$ cat config.mk
export PLATFORM = sky130hd
export DESIGN_NAME = prs_top
export DESIGN_NICKNAME = d
export VERILOG_FILES = /design/src/prs_pkg.sv /design/src/prs_sync.sv /design/src/prs_ext_blank.sv /design/src/prs_top.sv
export SDC_FILE = /design/constraint.sdc
export NUM_CORES = 1
export LEC_CHECK = 0
export BUFFER_PORTS_ARGS = -buffer_cell sky130_fd_sc_hd__buf_2
export CAP_MARGIN = 10
export CORE_MARGIN = 2
export CORE_UTILIZATION = 50
export DETAILED_ROUTE_END_ITERATION = 7
export GPL_ROUTABILITY_DRIVEN = 0
export MAX_ROUTING_LAYER = met4
export PLACE_DENSITY = 0.7
export SETUP_SLACK_MARGIN = 0.1
export SYNTH_ARGS = -nofsm -noshare
export SYNTH_HDL_FRONTEND = slang
export SYNTH_SLANG_ARGS = --single-unit
$ cat constraint.sdc
create_clock -name pclk -period 5.51 [get_ports pclk]
set_clock_uncertainty 0.1 [all_clocks]
set_input_delay 0.551 -clock pclk [delete_from_list [all_inputs] [get_ports pclk]]
set_output_delay 0.551 -clock pclk [all_outputs]
set_load 0.02 [all_outputs]
$ cat src/prs_pkg.sv
// Shared constants for the protection restart sequencer
package prs_pkg;
  // Clock rate in MHz
  localparam int CLK_MHZ = 250;
  // Built-in overload blanking, input OVP blanking, spike blanking (us)
  localparam int BLANK_T_US = 20000;
  localparam int OVP_BLANK_T_US = 400;
  localparam int SPIKE_T_US = 30;
  localparam int BLANK_CYC = BLANK_T_US * CLK_MHZ;
  localparam int OVP_BLANK_CYC = OVP_BLANK_T_US * CLK_MHZ;
  localparam int SPIKE_CYC = SPIKE_T_US * CLK_MHZ;
  // Soft start window (us)
  localparam int SOFT_T_US = 10000;
  localparam int SOFT_CYC = SOFT_T_US * CLK_MHZ;
  // Extended blanking count target
  localparam logic [8:0] EXT_COUNT_END = 9'h100;
  // Register byte offsets
  localparam logic [11:0] CTRL_OFS = 12'h000;
  localparam logic [11:0] STATUS_OFS = 12'h004;
  localparam logic [11:0] COUNT_OFS = 12'h008;
  // Control fields and reset value
  localparam int CTRL_EN_BIT = 0;
  localparam logic CTRL_EN_RST = 1'b1;
  // Status field positions
  localparam int ST_MODE_LSB = 0;
  localparam int ST_ODD_BIT = 2;
  localparam int ST_OVP_BIT = 3;
  localparam int ST_OTP_BIT = 4;
  localparam int ST_DONE_BIT = 5;
  localparam int ST_SW_BIT = 6;
  localparam int ST_SOFT_BIT = 7;
  // Number of synchronised comparator inputs
  localparam int NFLAG = 10;
  // Restart behaviours
  typedef enum logic [1:0] {
    PRS_NONE,
    PRS_NORMAL,
    PRS_ODD_SKIP,
    PRS_NON_SWITCH
  } prs_mode_t;
endpackage

$ cat src/prs_sync.sv
// Two-stage synchroniser for comparator flags
`timescale 1ns/1ps
module prs_sync #(
  parameter int W = 1
) (
  // Clock and reset
  input wire logic pclk,
  input wire logic presetn,
  // Flags
  input wire logic [W-1:0] async_in,
  output logic [W-1:0] sync_out
);
  logic [W-1:0] meta_reg;

  // First stage feeds only the second
  always_ff @(posedge pclk or negedge presetn) begin
    if (!presetn) begin
      meta_reg <= '0;
      sync_out <= '0;
    end else begin
      meta_reg <= async_in;
      sync_out <= meta_reg;
    end
  end
endmodule

$ cat src/prs_ext_blank.sv
// Extended overload blanking counter on the shared blanking pin
`timescale 1ns/1ps
module prs_ext_blank (
  // Clock and reset
  input wire logic pclk,
  input wire logic presetn,
  // Control
  input wire logic run,
  input wire logic blank_upper_cmp,
  input wire logic blank_lower_cmp,
  // Pin switches and result
  output logic charge_switch,
  output logic discharge_switch,
  output logic done,
  output logic [8:0] count
);
  import prs_pkg::*;
  typedef enum logic [1:0] {EB_IDLE, EB_DISCH, EB_CHG, EB_DONE} prs_eb_t;
  prs_eb_t st_reg, st_next;
  logic [8:0] cnt_next;
  logic at_end;

  assign at_end = (count + 9'h001) == EXT_COUNT_END;

  // Discharge to low mark, charge to high mark, count each rise
  always_comb begin
    st_next = st_reg;
    cnt_next = count;
    unique case (st_reg)
      EB_IDLE: if (run) st_next = EB_DISCH;
      EB_DISCH: if (blank_lower_cmp) st_next = EB_CHG;
      EB_CHG: begin
        if (blank_upper_cmp) begin
          cnt_next = count + 9'h001;
          st_next = at_end ? EB_DONE : EB_DISCH;
        end
      end
      EB_DONE: st_next = EB_DONE;
    endcase
    if (!run) begin
      st_next = EB_IDLE;
      cnt_next = '0;
    end
  end

  // State, count and registered pin drives
  always_ff @(posedge pclk or negedge presetn) begin
    if (!presetn) begin
      st_reg <= EB_IDLE;
      count <= '0;
      charge_switch <= 1'b0;
      discharge_switch <= 1'b0;
      done <= 1'b0;
    end else begin
      st_reg <= st_next;
      count <= cnt_next;
      charge_switch <= (st_next == EB_CHG);
      discharge_switch <= (st_next == EB_DISCH);
      done <= (st_next == EB_DONE);
    end
  end
endmodule

$ cat src/prs_top.sv
// Protection restart sequencer with APB register access
//
// The register addresses and the APB slave port were chosen for this implementation.
`timescale 1ns/1ps
// Overview of operation
// - Three restart behaviours: normal, odd-skip, non-switching, chosen by fault.
// - Odd-skip: odd restart cycles neither evaluate faults nor switch.
// - Odd-skip: even cycles soft start and evaluate; exit only on even.
// - Non-switching: never switch in restart; evaluate and resume at even cycles.
// - Supply OVP, overload, open loop odd-skip; undervoltage normal; heat non-switching.
// - Supply above 20.5V with feedback above 4.5V in soft start: odd-skip.
// - Supply above 25.5V in soft start or run phase: odd-skip.
// - Above 130C non-switching; recover only 50C below trip.
// - Below 10.5V shut down, startup cell on; restart at 17V.
// - Feedback above 4.5V runs 20ms blanking, then extended counter.
// - Extended counter discharges to 0.9V, charges to 4.5V, counts, repeats.
// - At 256 counts done; overload still present gives odd-skip after 30us.
// - Without capacitor the count ends fast; blanking equals built-in 20ms.
// - Pin above 1.98V for 400us while supply on sets input OVP latch.
// - Input OVP latched: no switching in any cycle, keep monitoring pin.
// - Input OVP latch clears only below 1.91V.
// - After clear, soft start in next restart cycle at 17V.
// - Shared pin: first started function wins; recheck OVP after a skip cycle.
module prs_top #(
  parameter int BLANK_CYC_P = prs_pkg::BLANK_CYC,
  parameter int OVP_BLANK_CYC_P = prs_pkg::OVP_BLANK_CYC,
  parameter int SPIKE_CYC_P = prs_pkg::SPIKE_CYC,
  parameter int SOFT_CYC_P = prs_pkg::SOFT_CYC
) (
  // Clock and reset
  input wire logic pclk,
  input wire logic presetn,
  // APB slave
  input wire logic psel,
  input wire logic penable,
  input wire logic pwrite,
  input wire logic [11:0] paddr,
  input wire logic [31:0] pwdata,
  output logic [31:0] prdata,
  output logic pready,
  output logic pslverr,
  // Analog comparator flags
  input wire logic supply_on_cmp,
  input wire logic vcc_ovp1_cmp,
  input wire logic vcc_ovp2_cmp,
  input wire logic feedback_high_cmp,
  input wire logic over_temp_cmp,
  input wire logic temp_recover_cmp,
  input wire logic blank_upper_cmp,
  input wire logic blank_lower_cmp,
  input wire logic ovp_set_cmp,
  input wire logic ovp_clear_cmp,
  // Power stage controls
  output logic switch_enable,
  output logic soft_start,
  output logic startup_cell_on,
  output logic charge_switch,
  output logic discharge_switch,
  // Status
  output prs_pkg::prs_mode_t restart_mode,
  output logic cycle_odd,
  output logic input_ovp_latch,
  output logic ext_blank_done
);
  import prs_pkg::*;

  typedef enum logic [1:0] {PH_OFF, PH_SOFT, PH_RUN, PH_HOLD} prs_phase_t;

  // Synchronised flags
  logic [NFLAG-1:0] raw_flags;
  logic [NFLAG-1:0] sflags;
  logic s_on, s_ovp1, s_ovp2, s_fbh, s_hot, s_cool, s_up, s_low, s_oset, s_oclr;
  // Sequencer state
  prs_phase_t phase_reg, phase_next;
  prs_mode_t mode_next;
  logic odd_next;
  logic on_d_reg;
  logic on_rise, on_fall;
  logic otp_reg;
  logic ctrl_en_reg;
  logic [31:0] phase_cnt_reg;
  logic [31:0] blank_cnt_reg;
  logic [31:0] ovp_cnt_reg;
  logic [31:0] spike_cnt_reg;
  logic active;
  logic ext_run;
  logic ext_done;
  logic ext_chg, ext_dis;
  logic [8:0] ext_count;
  logic blank_reached;
  logic ovp_qualified;
  logic fault_ovp1, fault_ovp2, fault_olp;
  logic fault_odd, fault_any;
  logic may_switch, even_eval;
  logic sw_next;
  logic ovp_latch_next;
  // Bus decode
  logic bus_access, bus_done, bus_write;
  logic hit_ctrl, hit_status, hit_count, hit_any;
  logic [31:0] status_word, read_word;

  // Comparator flags pass two flops before use
  assign raw_flags = {ovp_clear_cmp, ovp_set_cmp, blank_lower_cmp, blank_upper_cmp,
                      temp_recover_cmp, over_temp_cmp, feedback_high_cmp,
                      vcc_ovp2_cmp, vcc_ovp1_cmp, supply_on_cmp};
  prs_sync #(.W(NFLAG)) u_sync (
    .pclk(pclk),
    .presetn(presetn),
    .async_in(raw_flags),
    .sync_out(sflags)
  );
  assign {s_oclr, s_oset, s_low, s_up, s_cool, s_hot, s_fbh, s_ovp2, s_ovp1, s_on} = sflags;

  // Supply lockout edges
  // Edge flop resets low like the idle supply flag, so no false rise
  assign on_rise = s_on && !on_d_reg;
  assign on_fall = !s_on && on_d_reg;
  assign active = (phase_reg == PH_SOFT) || (phase_reg == PH_RUN);

  // Overload blanking chain
  assign blank_reached = blank_cnt_reg >= 32'(BLANK_CYC_P);
  // Extended blanking only takes the pin while no OVP blanking has begun
  assign ext_run = active && s_fbh && blank_reached && (ovp_cnt_reg == '0);
  prs_ext_blank u_ext (
    .pclk(pclk),
    .presetn(presetn),
    .run(ext_run),
    .blank_upper_cmp(s_up),
    .blank_lower_cmp(s_low),
    .charge_switch(ext_chg),
    .discharge_switch(ext_dis),
    .done(ext_done),
    .count(ext_count)
  );

  // Fault detection in active phases
  assign fault_ovp1 = (phase_reg == PH_SOFT) && s_ovp1 && s_fbh;
  assign fault_ovp2 = s_ovp2 && active;
  // Overload counts only once the spike blanking has run out
  assign fault_olp = ext_done && s_fbh && (spike_cnt_reg >= 32'(SPIKE_CYC_P));
  assign fault_odd = fault_ovp1 || fault_ovp2 || fault_olp;
  assign fault_any = fault_odd || otp_reg;
  assign ovp_qualified = ovp_cnt_reg >= 32'(OVP_BLANK_CYC_P);

  // Cycle gating by mode, parity and latches
  // Parity of the cycle a supply rise starts, from registered state only
  assign even_eval = (restart_mode == PRS_NONE) ? !cycle_odd : cycle_odd;
  assign may_switch = !input_ovp_latch && !otp_reg &&
                      ((restart_mode == PRS_NONE) || (restart_mode == PRS_NORMAL) ||
                       ((restart_mode == PRS_ODD_SKIP) && even_eval));

  // Phase sequencing and restart selection
  always_comb begin
    phase_next = phase_reg;
    mode_next = restart_mode;
    odd_next = cycle_odd;
    if (on_rise) begin
      if (restart_mode != PRS_NONE) begin
        odd_next = !cycle_odd;
      end
    end
    unique case (phase_reg)
      PH_OFF: begin
        if (on_rise) begin
          phase_next = may_switch ? PH_SOFT : PH_HOLD;
          // Heat gone at an even rise: soft start in this very cycle, or hold if the input OVP latch is set
          if (restart_mode == PRS_NON_SWITCH && even_eval && !otp_reg) begin
            mode_next = PRS_NONE;
            phase_next = input_ovp_latch ? PH_HOLD : PH_SOFT;
          end
        end
      end
      PH_SOFT: begin
        if (phase_cnt_reg >= 32'(SOFT_CYC_P)) begin
          phase_next = PH_RUN;
          // Soft start ended without fault: leave the restart loop
          if (restart_mode == PRS_ODD_SKIP || restart_mode == PRS_NORMAL) begin
            mode_next = PRS_NONE;
          end
        end
      end
      PH_RUN: phase_next = PH_RUN;
      PH_HOLD: phase_next = PH_HOLD;
    endcase
    if (active) begin
      if (otp_reg) begin
        mode_next = PRS_NON_SWITCH;
        phase_next = PH_HOLD;
      end else if (fault_odd || input_ovp_latch) begin
        if (fault_odd) begin
          mode_next = PRS_ODD_SKIP;
        end
        phase_next = PH_HOLD;
      end
      // A fresh fault makes the next restart cycle the first, odd one
      if (fault_any && (restart_mode == PRS_NONE || restart_mode == PRS_NORMAL)) begin
        odd_next = 1'b0;
      end
    end
    if (on_fall) begin
      phase_next = PH_OFF;
      if (active && !fault_any && restart_mode == PRS_NONE) begin
        mode_next = PRS_NORMAL;
      end
    end
  end

  // Next input OVP latch value; set wins over clear
  assign ovp_latch_next = (ovp_qualified && s_on) ? 1'b1 :
                          s_oclr ? 1'b0 : input_ovp_latch;

  // Gate follows the next latch value, so latch and gate change on one edge
  assign sw_next = ctrl_en_reg && (phase_next == PH_SOFT || phase_next == PH_RUN) &&
                   !ovp_latch_next;

  // Phase, mode, parity and outputs
  always_ff @(posedge pclk or negedge presetn) begin
    if (!presetn) begin
      phase_reg <= PH_OFF;
      restart_mode <= PRS_NONE;
      cycle_odd <= 1'b0;
      on_d_reg <= 1'b0;
      switch_enable <= 1'b0;
      soft_start <= 1'b0;
      startup_cell_on <= 1'b1;
    end else begin
      phase_reg <= phase_next;
      restart_mode <= mode_next;
      cycle_odd <= odd_next;
      on_d_reg <= s_on;
      switch_enable <= sw_next;
      soft_start <= sw_next && (phase_next == PH_SOFT);
      startup_cell_on <= (phase_next == PH_OFF) && !s_on;
    end
  end

  // Soft start timer, restarted at every phase change
  always_ff @(posedge pclk or negedge presetn) begin
    if (!presetn) begin
      phase_cnt_reg <= '0;
    end else if (phase_next != phase_reg) begin
      phase_cnt_reg <= '0;
    end else if (phase_reg == PH_SOFT) begin
      phase_cnt_reg <= phase_cnt_reg + 32'h1;
    end
  end

  // Built-in blanking counts while feedback is high
  always_ff @(posedge pclk or negedge presetn) begin
    if (!presetn) begin
      blank_cnt_reg <= '0;
    end else if (!active || !s_fbh) begin
      blank_cnt_reg <= '0;
    end else if (!blank_reached) begin
      blank_cnt_reg <= blank_cnt_reg + 32'h1;
    end
  end

  // Spike blanking after extended count ends
  always_ff @(posedge pclk or negedge presetn) begin
    if (!presetn) begin
      spike_cnt_reg <= '0;
    end else if (!(ext_done && s_fbh && active)) begin
      spike_cnt_reg <= '0;
    end else if (spike_cnt_reg < 32'(SPIKE_CYC_P)) begin
      spike_cnt_reg <= spike_cnt_reg + 32'h1;
    end
  end

  // Input OVP blanking, held off while extended blanking owns the pin
  always_ff @(posedge pclk or negedge presetn) begin
    if (!presetn) begin
      ovp_cnt_reg <= '0;
    end else if (!s_oset || !s_on || (ext_run && ovp_cnt_reg == '0)) begin
      ovp_cnt_reg <= '0;
    end else if (!ovp_qualified) begin
      ovp_cnt_reg <= ovp_cnt_reg + 32'h1;
    end
  end

  // Input OVP latch and over-temperature state survive restarts
  always_ff @(posedge pclk or negedge presetn) begin
    if (!presetn) begin
      input_ovp_latch <= 1'b0;
      otp_reg <= 1'b0;
    end else begin
      input_ovp_latch <= ovp_latch_next;
      if (s_hot) begin
        otp_reg <= 1'b1;
      end else if (s_cool) begin
        otp_reg <= 1'b0;
      end
    end
  end

  // Registered pin switches and done flag
  always_ff @(posedge pclk or negedge presetn) begin
    if (!presetn) begin
      charge_switch <= 1'b0;
      discharge_switch <= 1'b0;
      ext_blank_done <= 1'b0;
    end else begin
      charge_switch <= ext_chg;
      discharge_switch <= ext_dis;
      ext_blank_done <= ext_done;
    end
  end

  // APB decode, one wait state per access
  assign bus_access = psel && penable;
  assign bus_done = bus_access && pready;
  assign bus_write = bus_done && pwrite;
  // Status and count are read only; writes there are dropped
  assign hit_ctrl = paddr == CTRL_OFS;
  assign hit_status = paddr == STATUS_OFS;
  assign hit_count = paddr == COUNT_OFS;
  assign hit_any = hit_ctrl || hit_status || hit_count;
  assign status_word = {24'h000000, soft_start, switch_enable, ext_blank_done, otp_reg,
                        input_ovp_latch, cycle_odd, restart_mode};
  assign read_word = hit_ctrl ? {31'h00000000, ctrl_en_reg} :
                     hit_status ? status_word :
                     hit_count ? {23'h000000, ext_count} : 32'h00000000;

  // APB answer and control register
  always_ff @(posedge pclk or negedge presetn) begin
    if (!presetn) begin
      pready <= 1'b0;
      pslverr <= 1'b0;
      prdata <= '0;
      ctrl_en_reg <= CTRL_EN_RST;
    end else begin
      pready <= bus_access && !pready;
      pslverr <= bus_access && !pready && !hit_any;
      if (bus_access && !pready && !pwrite) begin
        prdata <= read_word;
      end
      if (bus_write && hit_ctrl) begin
        ctrl_en_reg <= pwdata[CTRL_EN_BIT];
      end
    end
  end
endmodule

# [After elaboration in Yosys (flattened, before gate mapping)]
# Index checks and enable logic that the tools add are counted.
[totals] register_bits=211 input_bits=59 output_inout_bits=44 wordCells=178
[op_classes] n_addsub=5 order_cmp=5 eq_ne=23 muxes=49 n_reduce_logical=69
[op_table] cell="two-way mux 32 bit" n=8
[op_table] cell="adder 32 x 1 -> 32 bit (second input constant)" n=4
[op_table] cell="two-way mux 9 bit" n=6
[op_table] cell="two-way mux 2 bit" n=23
[op_table] cell="greater-or-equal comparator 32 x 13 -> 1 bit (second input constant)" n=1
[op_table] cell="greater-or-equal comparator 32 x 17 -> 1 bit (second input constant)" n=1
[op_table] cell="greater-or-equal comparator 32 x 22 -> 1 bit (second input constant)" n=1
[op_table] cell="greater-or-equal comparator 32 x 23 -> 1 bit (second input constant)" n=1
[op_table] cell="logical AND 1 bit" n=32
[op_table] cell="logical NOT 32 bit" n=1
[op_table] cell="less-than comparator 32 x 13 -> 1 bit (second input constant)" n=1
[op_table] cell="== test 2 bit (second input constant)" n=9
[op_table] cell="one-hot mux 2 bit (4 select lines)" n=2
[op_table] cell="logical OR 1 bit" n=14
[op_table] cell="logical NOT 1 bit" n=13
[op_table] cell="== test 12 x 3 -> 1 bit (second input constant)" n=1
[op_table] cell="== test 12 x 4 -> 1 bit (second input constant)" n=1
[op_table] cell="logical NOT 12 bit" n=1
[op_table] cell="== test 2 x 1 -> 1 bit (second input constant)" n=5
[op_table] cell="!= test 2 x 1 -> 1 bit (second input constant)" n=5
[op_table] cell="adder 9 x 1 -> 9 bit (second input constant)" n=1
[op_table] cell="== test 9 bit (second input constant)" n=1
[op_table] cell="two-way mux 1 bit" n=9
[op_table] cell="logical NOT 2 bit" n=4
[op_table] cell="other kinds (4)" n=6

# [Logic depth before layout (Yosys ltp)]
[depth] depth_word=18 mapped_depth=12 mapped_depth_nobuf=12

# [Modules after synthesis]
# A second synthesis with hierarchy kept.
[unflattened] hier_cells=903 area_unflattened_um2=9305.2
[modules_own_cells] mod="prs_top" instances=1 cells_per_inst=813 area_each_um2=8104.0 seq_area_each_um2=3856.2
[modules_own_cells] mod="prs_ext_blank" instances=1 cells_per_inst=70 area_each_um2=700.7 seq_area_each_um2=350.3
[modules_own_cells] mod="prs_sync" instances=1 cells_per_inst=20 area_each_um2=500.5 seq_area_each_um2=500.5

# [Worst setup path before layout]
# OpenSTA, ideal clock, no wires.
[synth_path] kind="reg-to-reg" from="register phase_reg[0]" to="register soft_start" setup_time_ns=0.119 arrival_time_ns=2.488 t_required_ns=5.291 path_slack_ns=2.803 path_stages_with_launch=13 n_path_buf=0 synth_period_minus_slack_ns=2.707 path_cell_list="dfrtp_1 > inv_1 > ha_1 > or2_1 > or3_2 > o311ai_0 > a31oi_1 > or2_2 > nand2_1 > ha_1 > nand2_1 > nor2_1 > and2_1"
[synth_between] elab_chain_len=15 elab_cells_between_ends=24 classes_between="5 x eq/ne; 7 x mux; 12 x reduce/logical"
[synth_rtl] element="from (decl)" line="prs_top.sv:74" text="prs_phase_t phase_reg, phase_next;"
[synth_rtl] element="from (signal assigned)" line="prs_top.sv:227" text="phase_reg <= phase_next;"
[synth_rtl] element="== test 2 x 1 -> 1 bit or == test 2 bit (tied branches)" line="prs_top.sv:118, prs_top.sv:137, prs_top.sv:162"
[synth_rtl] element="logical AND 1 bit or logical OR 1 bit (tied branches)" line="prs_top.sv:137, prs_top.sv:118"
[synth_rtl] element="logical AND 1 bit, on equally long branches" line="prs_top.sv:137, prs_top.sv:138"
[synth_rtl] element="logical OR 1 bit (2 in a row)" line="prs_top.sv:141" text="assign fault_odd = fault_ovp1 || fault_ovp2 || fault_olp;"
[synth_rtl] element="logical OR 1 bit" line="prs_top.sv:189" text="end else if (fault_odd || input_ovp_latch) begin"
[synth_rtl] element="two-way mux 2 bit" line="prs_top.sv:189"
[synth_rtl] element="two-way mux 2 bit" line="prs_top.sv:186" text="if (otp_reg) begin"
[synth_rtl] element="two-way mux 2 bit *" line="prs_top.sv:185" text="if (active) begin"
[synth_rtl] element="two-way mux 2 bit *" line="prs_top.sv:200" text="if (on_fall) begin"
[synth_rtl] element="== test 2 x 1 -> 1 bit or == test 2 bit (tied branches)" line="prs_top.sv:213" text="assign sw_next = ctrl_en_reg && (phase_next == PH_SOFT || phase_next == PH_RUN) &&"
[synth_rtl] element="logical OR 1 bit *" line="prs_top.sv:213"
[synth_rtl] element="logical AND 1 bit * (2 in a row)" line="prs_top.sv:213"
[synth_rtl] element="via sw_next" line="prs_top.sv:95" text="logic sw_next;"
[synth_rtl] element="logical AND 1 bit *" line="prs_top.sv:232" text="soft_start <= sw_next && (phase_next == PH_SOFT);"
[synth_rtl] element="to (signal assigned)" line="prs_top.sv:232"
[synth_rtl] element="to (decl)" line="prs_top.sv:55" text="output logic soft_start,"
# The timed path passes the listed nets; every way through them passes the cells marked *.
# A chain may end at the register's enable or synchronous reset.

# [Worst setup path after layout]
[layout_path] from="register phase_reg[0]" to="register phase_cnt_reg[25]"
[layout_between] elab_chain_len=12 elab_cells_between_ends=21 classes_between="4 x eq/ne; 8 x mux; 9 x reduce/logical"
[layout_rtl] element="== test 2 x 1 -> 1 bit or == test 2 bit (tied branches)"
[layout_rtl] element="logical AND 1 bit or logical OR 1 bit (tied branches)" line="prs_top.sv:137, prs_top.sv:118"
[layout_rtl] element="logical AND 1 bit, on equally long branches" line="prs_top.sv:137, prs_top.sv:138"
[layout_rtl] element="logical OR 1 bit (2 in a row)" line="prs_top.sv:141"
[layout_rtl] element="logical OR 1 bit" line="prs_top.sv:189"
[layout_rtl] element="two-way mux 2 bit" line="prs_top.sv:189"
[layout_rtl] element="two-way mux 2 bit" line="prs_top.sv:186"
[layout_rtl] element="two-way mux 2 bit" line="prs_top.sv:185"
[layout_rtl] element="two-way mux 2 bit" line="prs_top.sv:200"
[layout_rtl] element="!= test 2 bit" line="prs_top.sv:241" text="end else if (phase_next != phase_reg) begin"
[layout_rtl] element="two-way mux 32 bit or nonzero test 2 bit (tied branches)"
[layout_rtl] element="to (signal assigned)" line="prs_top.sv:244" text="phase_cnt_reg <= phase_cnt_reg + 32'h1;"
[layout_rtl] element="to (decl)" line="prs_top.sv:81" text="logic [31:0] phase_cnt_reg;"
# Several ways; a longest one is shown, not always the timed one.

==> metrics.md <==
| Metric | Value |
|---|---|
| Status | completed |
| WP data required | 5.73 ns |
| Final hold slack | 0.03618 ns |
| Max-Cap Viols | 0 |
| Worst slew pin tran | 0.9065 ns |
| Final instance area | 0.009836 mm^2 |
| R2r worst-path depth | 9 |
| First-pass GRT wire length | 27,970 um |
| Routed vias | 6,232 |
| Setup bufs post-CTS | 0 |
| CTS max path bufs | 2 |
| Diodes inserted | 0 |
| Detail Route Antenna Nets | 0 |
| Post-layout min period | 3.597 ns |
| Reg2reg end | phase_cnt_reg[25] |
| Root Driver | clkbuf_16 |
| Drt pass-1 iters | 4 |
| Vias in the first global route | 5,889 |
| Buf+Inv Stages, Crit Path | 2 |
| Synth Register Bits | 188 |
| Setup Crit Path Kind | reg2reg |
| Row cnt | 48 |
| Placed Cells | 1,128 |
| Tot Pwr | 3.313 mW |
| Post-synth ARST share | 1.000 |
| Area of the mapped netlist | 0.008910 mm^2 |
| Layout cell share with drive strength beyond 1 | 0.1465 |
| CTS tree | yes |
| Max Clock Freq | 0.2780 GHz |
| Slowest CP cell | a221oi_4 |
| Total Nets Final | 997 |
| Area contributors post-synth | dfrtp_1, xor2_1, nor2_1 |
| Core area | 0.01736 mm^2 |
| Startpoint Class | flip-flop |
| Reg2reg setup slack | 1.91 ns |
| R2r startpoint | phase_reg[0] |
| Total gr overflow | 0 |
| Post-synth top area share | 0.5224 |
| Post-synth top area cell | dfrtp_1 |
| Final HPWL DP | 11,040 um |
| Rel. slew slack | 0.3942 |
| H-Tree Depth | 4 |
| Die height | 137.5 um |
| Yosys warns | 0 |
| Top_reg_cell synth | dfrtp_1 |
| Worst path max stage delay | 0.77 ns |
| Layout area overhead | 10.39% |
| Resized Gates After CTS | 0 |
| Seq/Total Area, Yosys | 0.5283 |
| Post-Syn Area per Cell | 10.09 um^2 |
| Worst Hold Class | in2async |
| RSZ-0062 raised after global routing | false |
| Post-Syn Instances | 883 |
| Crit end category | flip-flop |
| Yosys cell types | 68 |
| Commonest non-fill, non-tap cells in the layout | dfrtp_1, nor2_1, nand2_1, buf_2, and3_1 |
| Crit-path cells | inv_1 > ha_1 > and2_1 > nand2_1 > o21ai_0 > a211oi_1 > a221oi_4 > buf_12 > nor2_2 |
| Die Wd | 137.5 um |
| Vias/cell | 5.372 |
| Most common cell after layout, fill and taps aside | dfrtp_1 |
| Global-route usage over all layers | 0.1918 |
| Port bufs | 48 |
| Delay-heaviest family, CP | compound AO/OA/AOI/OAI gates |
| DRT Wirelength | 16,230 um |
| Setup Viol. Count Final | 0 |
| Clock Sinks | 188 |
| # DRC | 0 |
| Num CTS Buffers | 17 |
| Setup TNS | 0 ns |
| Lkg Pwr | 4.460 nW |
| Clock slew at the register clock pins of the worst setup and hold paths | 0.07 ns |
| CP arrival | 3.81 ns |
| Initial antenna violation count | 0 |
| WL/cell | 13.99 um |
| Worst-skew pair later-pin latency | 0.43 ns |
| Hold Buf Count CTS | 0 |
| Fin. max-slew vios | 0 |
| Io pins | 103 |
| Power per cell area | 336.8 mW/mm^2 |
| IR drop worst, VDD | 289.0 uV |
| Full die area | 0.01890 mm^2 |
| CP Max Fanout | 20 |
| Initial Util | 0.5133 |
| Part of the cycle the worst path needs | 0.6528 |
| DRT iter0 DRCs | 340 |
| EDFF count, synth | 0 |
| Largest net degree at the start of global routing | 80 |
| Hold Vio Cnt, Final | 0 |
| Placement Cell Area | 0.009249 mm^2 |
| Fin cells | 1,160 |
[cell usage after synthesis, types with 4 or more instances]
cell / n
or3_1: 16
nand3_1: 42
nor3_1: 21
a21o_1: 4
xor2_1: 41
and2_1: 24
nor4_1: 21
and3_1: 45
nor2_1: 93
buf_4: 23
xnor2_1: 32
a22oi_1: 7
nor2b_1: 6
o31ai_1: 10
a31oi_1: 5
clkbuf_1: 26
nor2_2: 30
mux2i_1: 4
ha_1: 16
nand2_1: 64
dfrtp_1: 186
nand4_1: 24
o21ai_0: 18
and4_1: 5
a21oi_1: 31
a211oi_1: 4
inv_1: 28
[cell type report]
class / count / area (um^2)
Timing Repair Buffer: 54 / 306.5
Multi-Input combinational cell: 633 / 3849
Inverter: 28 / 105.1
Tap cell: 225 / 281.5
Clock buffer: 18 / 439.2
Clock inverter: 14 / 147.6
Sequential cell: 188 / 4707
Fill cell: 1509 / 7521
[routing by layer]
| metal | track usage | routed length [um] | vias to the layer above |
|---|---|---|---|
| li1 | - | - | 3084 |
| met1 | 0.2537 | 7767 | 3069 |
| met2 | 0.3024 | 7884 | 64 |
| met3 | 0.04121 | 407 | 15 |
| met4 | 0.05097 | 175 | 0 |
| met5 | - | 0 | - |
[worst max-delay path by stage]
stage                   endpoint          from  slack, ns  cells past startpoint
3_3_place_gp   phase_cnt_reg[27]  phase_reg[0]       1.93                      9
6_report       phase_cnt_reg[25]  phase_reg[0]       1.91                      9
5_1_grt        phase_cnt_reg[28]  phase_reg[0]       1.59                      9
3_5_place_dp   phase_cnt_reg[29]  phase_reg[0]       1.96                      9
4_1_cts        phase_cnt_reg[26]  phase_reg[0]       1.91                      9
2_1_floorplan         soft_start  phase_reg[0]       2.80                     12
[through the flow]
stage | setup WS (ns) | utilization
2_1_floorplan | 2.803 | -
3_3_place_gp | 1.927 | 0.5329
3_5_place_dp | 1.962 | 0.5329
4_1_cts | 1.910 | 0.5667
5_1_grt | 1.588 | 0.5667
6_report | 1.913 | 0.5667
[power breakdown]
group          total (mW)  internal [mW]  leakage, nW  switching (mW)
combinational       0.639          0.205         1.62           0.434
clock                1.21          0.654        0.292           0.561
sequential           1.46           1.42         2.55          0.0443
total                3.31           2.27         4.46            1.04
[cells by family (layout without fill, tap and decap cells)]
| logic type | count (synthesis) | in the layout | share of synthesized area |
|---|---|---|---|
| AOI/OAI and AO/OA | 107 | 107 | 0.08243 |
| DFF | 188 | 188 | 0.5283 |
| adders and majority gates | 16 | 16 | 0.02247 |
| and+or+nand+nor | 408 | 408 | 0.2386 |
| buffers and inverters | 84 | 114 | 0.04901 |
| muxes | 6 | 6 | 0.007021 |
| other | 1 | 23 | 0.0004209 |
| xor gates and xnor gates | 73 | 73 | 0.07176 |
Power figures use the tool's default switching activity.
